## config.mk

```make
export PLATFORM = sky130hd
export DESIGN_NAME = usp_top
export DESIGN_NICKNAME = d
export VERILOG_FILES = /design/src/rtl/usp_pkg.sv /design/src/rtl/usp_top.sv
export SDC_FILE = /design/constraint.sdc
export NUM_CORES = 1
export LEC_CHECK = 0
export ABC_AREA = 1
export BUFFER_PORTS_ARGS = -buffer_cell sky130_fd_sc_hd__buf_2
export CAP_MARGIN = 20
export CORE_AREA = 10 10 85 87
export CTS_CLUSTER_SIZE = 14
export DETAILED_ROUTE_END_ITERATION = 16
export DIE_AREA = 0 0 95 97
export GPL_TIMING_DRIVEN = 0
export PLACE_DENSITY = 0.45
export SLEW_MARGIN = 20
export SYNTH_ARGS = -nofsm -noshare
export SYNTH_HDL_FRONTEND = slang
export SYNTH_SLANG_ARGS = --single-unit
```

## constraint.sdc

```tcl
create_clock -name sys_clk_in -period 2.2 [get_ports sys_clk_in]
set_clock_uncertainty 0.15 [all_clocks]
set_input_delay 0.33 -clock sys_clk_in [delete_from_list [all_inputs] [get_ports sys_clk_in]]
set_output_delay 0.33 -clock sys_clk_in [all_outputs]
set_load 0.03 [all_outputs]
```

## src/rtl/usp_pkg.sv

```systemverilog
package usp_pkg;
   // ---------------------------------------------------------------
   // Timing
   // ---------------------------------------------------------------
   localparam int CLK_HZ = 20000000;
   localparam int EXT_RST_MIN_US = 15;
   localparam int EXT_RST_CYC = (EXT_RST_MIN_US * CLK_HZ + 999999) / 1000000;
   localparam logic [9:0] EXT_RST_CYC_W = EXT_RST_CYC[9:0];
   localparam int GPIO_N = 4;
   localparam logic SUSP_RST = 1'b1;

   // ---------------------------------------------------------------
   // Types
   // ---------------------------------------------------------------
   typedef enum logic [1:0] {
      USP_UNCONF = 2'b00,
      USP_ACTIVE = 2'b01,
      USP_SUSP = 2'b11
   } usp_state_t;

   typedef struct packed {
      logic cts;
      logic dsr;
      logic dcd;
      logic ri;
   } usp_modem_t;

   typedef struct packed {
      logic rts;
      logic dtr;
   } usp_mctl_t;
endpackage

```

## src/rtl/usp_top.sv

```systemverilog
`timescale 1ns/100ps
module usp_top
   import usp_pkg::*;
(
   input wire logic sys_clk_in,
   input wire logic nrst_in,
   input wire logic por_hold_in,
   input wire logic rst_pin_in,
   output logic rst_pin_out,
   output logic rst_pin_oe_out,
   output logic sys_rst_req_out,
   input wire logic vbus_in,
   output logic attached_out,
   input wire logic bus_suspend_in,
   input wire logic bus_resume_in,
   input wire logic self_resume_in,
   input wire logic bus_reset_in,
   input wire logic configured_in,
   output logic suspend_out,
   output logic suspend_n_out,
   input wire usp_modem_t modem_n_in,
   output usp_modem_t modem_out,
   input wire usp_mctl_t mctl_in,
   output usp_mctl_t mctl_n_out,
   input wire logic [GPIO_N-1:0] gpio_dir_in,
   input wire logic [GPIO_N-1:0] gpio_val_in,
   input wire logic [GPIO_N-1:0] gpio_pin_in,
   output logic [GPIO_N-1:0] gpio_pin_out,
   output logic [GPIO_N-1:0] gpio_oe_out,
   output logic [GPIO_N-1:0] gpio_rd_out
);

   // ---------------------------------------------------------------
   // Reset pin
   // ---------------------------------------------------------------
   // The pin is only ever pulled low; the level read back while not
   // driving is what an external party forces.
   logic [9:0] low_cnt_reg;
   logic ext_req;
   assign ext_req = (low_cnt_reg == EXT_RST_CYC_W);

   always_ff @(posedge sys_clk_in)
   begin
      rst_pin_out <= 1'b0;
      rst_pin_oe_out <= !nrst_in || por_hold_in;
   end

   always_ff @(posedge sys_clk_in)
   begin
      if (!nrst_in || rst_pin_in || rst_pin_oe_out)
         low_cnt_reg <= 10'h000;
      else if (!ext_req)
         low_cnt_reg <= low_cnt_reg + 10'h001;
   end

   always_ff @(posedge sys_clk_in)
   begin
      if (!nrst_in)
         sys_rst_req_out <= 1'b0;
      else
         sys_rst_req_out <= ext_req;
   end

   // ---------------------------------------------------------------
   // Suspend state
   // ---------------------------------------------------------------
   usp_state_t state_reg;
   usp_state_t state_next;
   logic leave;
   assign leave = bus_resume_in || self_resume_in || bus_reset_in;

   always_comb
   begin
      state_next = state_reg;
      unique case (state_reg)
         USP_UNCONF:
            if (configured_in)
               state_next = USP_ACTIVE;
         USP_ACTIVE:
            if (bus_suspend_in && !leave)
               state_next = USP_SUSP;
         USP_SUSP:
            if (leave)
               state_next = USP_ACTIVE;
         default:
            state_next = USP_UNCONF;
      endcase
   end

   always_ff @(posedge sys_clk_in)
   begin
      if (!nrst_in || sys_rst_req_out)
         state_reg <= USP_UNCONF;
      else
         state_reg <= state_next;
   end

   // Both indicators are registered from the same state_next (SUSP_RST in reset) so they can never disagree.
   always_ff @(posedge sys_clk_in)
   begin
      if (!nrst_in || sys_rst_req_out)
      begin
         suspend_out <= SUSP_RST;
         suspend_n_out <= !SUSP_RST;
      end
      else
      begin
         suspend_out <= (state_next != USP_ACTIVE);
         suspend_n_out <= (state_next == USP_ACTIVE);
      end
   end

   // ---------------------------------------------------------------
   // Pins
   // ---------------------------------------------------------------
   // Transfers and the transceiver live in the function core outside;
   // this block only presents the pin polarity it depends on.
   always_ff @(posedge sys_clk_in)
   begin
      if (!nrst_in)
      begin
         attached_out <= 1'b0;
         modem_out <= '0;
         mctl_n_out <= '1;
         gpio_pin_out <= '0;
         gpio_oe_out <= '0;
         gpio_rd_out <= '0;
      end
      else
      begin
         attached_out <= vbus_in;
         modem_out <= ~modem_n_in;
         mctl_n_out <= ~mctl_in;
         gpio_pin_out <= gpio_val_in;
         gpio_oe_out <= gpio_dir_in;
         gpio_rd_out <= gpio_pin_in;
      end
   end
endmodule

```

### Word level (Yosys, flattened, before mapping)

Index checks and enable logic that the tools add are counted.

| storage, ports and cells | value |
|---|---|
| input bits | 28 |
| memory bits (writable) | 0 |
| word-level logic and storage cells | 38 |
| memories | 0 |
| bits in latches | 0 |
| bits in read-only memories | 0 |
| output and inout port bits | 24 |
| flip-flop bits (word level) | 35 |

| cells by class | value |
|---|---|
| shifts and indexed selects | 0 |
| reduce and logical (&&, ||, !) cells | 10 |
| $mul | 0 |
| muxes and demuxes | 4 |
| order comparisons | 0 |
| add/subtract/negate cells | 1 |
| equality and inequality tests | 5 |
| divide/modulo/power cells | 0 |
| bitwise operators | 2 |

Operators by type and width:

| operator | count |
|---|---|
| 10-bit by 1-bit adder with 10-bit output (second input constant) | 1 |
| 10-bit by 9-bit equality test with 1-bit output (second input constant) | 1 |
| 1-bit logical OR | 6 |
| 2-bit two-way mux | 3 |
| 2-bit case mux with 3 select lines | 1 |
| 2-bit by 1-bit equality test with 1-bit output (second input constant) | 2 |
| 4-bit inverter | 1 |
| 2-bit equality test (second input constant) | 1 |
| 1-bit zero test | 2 |
| 2-bit zero test | 1 |
| 2-bit by 1-bit != test with 1-bit output (second input constant) | 1 |
| 2-bit inverter | 1 |
| 1-bit logical AND | 1 |

### Longest topological paths before layout

| logic depth | value |
|---|---|
| depth in word-level cells | 7 |
| depth in mapped cells | 8 |
| mapped depth without buffers | 8 |

### Worst setup path after synthesis

Ideal clock, no wire load.

| timing path | value |
|---|---|
| kind | register -> register |
| start point | register low_cnt_reg[0] |
| end point | register low_cnt_reg[0] |
| data required time | 1937 ps |
| clock period less this slack | 1259 ps |
| setup slack | 941 ps |
| buffers on the path | 0 |
| arrival time | 996 ps |
| setup time | 113 ps |
| cell stages (with the launch flop) | 9 |
| cells stage by stage | dfxtp_1 inv_2 ha_1 nand2_1 inv_1 nand3_1 nor2_4 nor2_1 nor2_1 |

| on the way | value |
|---|---|
| cells in the longest elaborated chain, start to end | 1 |
| elaborated cells between the ends (all ways) | 2 |
| those cells by class | add/sub (1); eq/ne (1) |

RTL lines:

| what | line | RTL |
|---|---|---|
| start, declared | usp_top.sv:38 | `logic [9:0] low_cnt_reg;` |
| start signal, assigned | usp_top.sv:53 | `low_cnt_reg <= low_cnt_reg + 10'h001;` |
| 10-bit by 1-bit adder with 10-bit output / 10-bit by 9-bit equality test with 1-bit output (equally long branches) | usp_top.sv:53, usp_top.sv:40 |  |

Parallel ways exist; a longest one is shown, timed or not.
A chain may end at the register's enable or synchronous reset.

### Worst setup path after layout

| timing path | value |
|---|---|
| start point | register rst_pin_oe_out |
| end point | output rst_pin_oe_out |

RTL lines:

| what | line | RTL |
|---|---|---|
| start, declared | usp_top.sv:10 | `output logic rst_pin_oe_out,` |
| start signal, assigned | usp_top.sv:45 | `rst_pin_oe_out <= !nrst_in \|\| por_hold_in;` |

No word-level cell between the ends.

==> out/metrics.cfg <==
[run_status]
status=completed

[yosys]
syn_area_per_cell_um2=8.06
synth_area_leaders=dfxtp_1 (52%), nand2_1 (10%), inv_1 (7.9%)
ys_warn_count=0
synth_top_cell_by_area=dfxtp_1
synth_top_area_share=0.524
ys_types=25
synth_cells=166
synthesis.area_um2=1340
syn_nets=196
synth-seq-cells=35
yosysSeqAreaShare=0.524

[floorplanning]
initial_core_util=0.244
die_y_um=97
die_w_um=95
core_area_um2=5470
design.die.area_um2=9220
io_pins=52
row_count=27

[finish]
drive_above_1_share=0.336
synthToLayoutAreaGrowth_pct=32.5
nets=252
antennaDiodeCount=0
finalInstanceArea_um2=1770
largest_reg_flops=10
final_common_cell=buf_2
layout_common_cells=buf_2 (49), nand2_1 (36), dfxtp_1 (35), inv_1 (28), nor2_1 (24)
n_fill_cell=615

[sta]
fin_ws_ns=0.832
finalCritPeriodShare=0.622
final.setup.tns_ns=0
max_freq_mhz=731
fin_hold_ws_ns=0.0324
hold_violations=0
rsz0062_at_grt=no
drv_slew=0
setup_violations=0
min_period_ns=1.37

[detailed_routing]
drc_errors=0
first_pass_iters=4
via_count=1122
detail-route-antenna-nets=0
drtIter0Drc=43
vias_per_cell=3.80
drt-total-wl_um=2970
drt-wirelength-per-cell_um=10.1

[critical_path]
critical_path.cell_chain=buf_2
rrSetupSlack_ns=0.84
startpoint=rst_pin_oe_out
critPathTopFamily=flip-flops
crit_required_ns=1.72
r2r_end=low_cnt_reg[0]
crit_slowest_cell=dfxtp_1
critPathBufInv=1
worstSetupPathType=flop to primary output
critical_path.startpoint_type=flop
crit_arrival_ns=0.89
cpPeakStageDelay_ns=0.37
r2r-start=low_cnt_reg[1]
path_max_fanout=2
cp-end-kind=primary output
r2r_cells=8

[worst_hold_path]
min_from=modem_n_in[0]
whs_endpoint=modem_out[0]
hold_depth=2
hp-class=input pin to flop

[clock_network]
clk_latency_ns=0.29
post_cts_resized=0
cts_tree=built
cts_setup_buffers=0
postCtsHoldBufs=0
cts.path.max_buffers=2
cts.clk_slew.worst_paths_ns=0.07
cts_max_level=2
root_buffer=clkbuf_8
numCtsBuffers=5
clkSinkCount=35

[grt]
overflow=0
grt_max_degree=13
antenna_found_initial=0
grt_pass1_wl_um=5110
grt_pass1_vias=1144
grtUsageTotal=0.0704

[power_and_ir_drop]
ir_drop_v=0.000423
powerDensity_nw_per_um2=726
power_mw=1.29
p_leak_nw=0.928

[place]
place.gp.congestion=0.733
placed_cell_area_um2=1670
io_buffers=49
post-place-ws_ns=0.841
dp_hpwl_um=2400

[job]
max_cap_viol_count=0

[cells by family (layout without fill, tap and decap cells)]
kind of cell,Yosys count,in the layout,share of synthesized area
AOI/OAI and AO/OA,7,7,0.0309
xor gates and xnor gates,3,3,0.0253
adders and majority gates,2,2,0.0187
buffers and inverters,36,93,0.107
DFF,35,35,0.524
other,1,1,0.00280
and+or+nand+nor,82,82,0.292
[Yosys cell counts]
library cell,instances
nand3_1,5
a21oi_2,1
a21oi_1,5
nand2_4,1
dfxtp_1,35
xor2_1,1
ha_1,2
nor3_1,1
nand4_1,6
or2_2,1
o211ai_1,1
clkbuf_1,1
inv_2,5
nor2_8,1
conb_1,1
xnor2_1,1
nor3_4,1
nand3b_1,1
xor2_2,1
nand2_1,36
inv_1,28
nor2_4,1
nor2_2,4
nor2_1,24
buf_4,2
[metal layers]
metal,global-route usage,vias up,share of wire
li1,-,604,-
met1,0.0717,470,0.40
met2,0.0919,41,0.40
met3,0.0702,7,0.19
met4,0.0343,0,0.020
met5,0,-,0
[metrics by stage]
| stage | utilization | instances |
|---|---|---|
| 6_report | 0.324 | 295 |
| 5_1_grt | 0.324 | 295 |
| 4_1_cts | 0.324 | 295 |
| 3_5_place_dp | 0.306 | 287 |
| 3_3_place_gp | 0.306 | 287 |
| 2_1_floorplan | - | 166 |
[worst max-delay path by stage]
stage,slack [ns],endpoint,depth (start not counted)
floorplan,0.94,low_cnt_reg[0],8
global placement,0.84,low_cnt_reg[4],6
detailed placement,0.84,low_cnt_reg[0],8
CTS,0.81,rst_pin_oe_out,1
global route,0.69,low_cnt_reg[0],8
finish,0.83,rst_pin_oe_out,1
[layout make-up]
type | count | area [µm²] | area share
Sequential cell | 35 | 701 | 0.395
Multi-Input combinational cell | 95 | 494 | 0.279
Timing Repair Buffer | 49 | 245 | 0.138
Inverter | 33 | 124 | 0.0699
Tap cell | 72 | 90.1 | 0.0508
Clock buffer | 6 | 82.6 | 0.0466
Buffer | 3 | 18.8 | 0.0106
Clock inverter | 2 | 16.3 | 0.00918
[report_power, final]
group          internal (mW)  total (mW)  switching (mW)  leakage (nW)
logic                 0.0436       0.128          0.0841         0.592
clock network          0.255       0.496           0.240        0.0474
registers              0.657       0.663         0.00581         0.289
No activity file was read; power rests on OpenSTA's default activity.
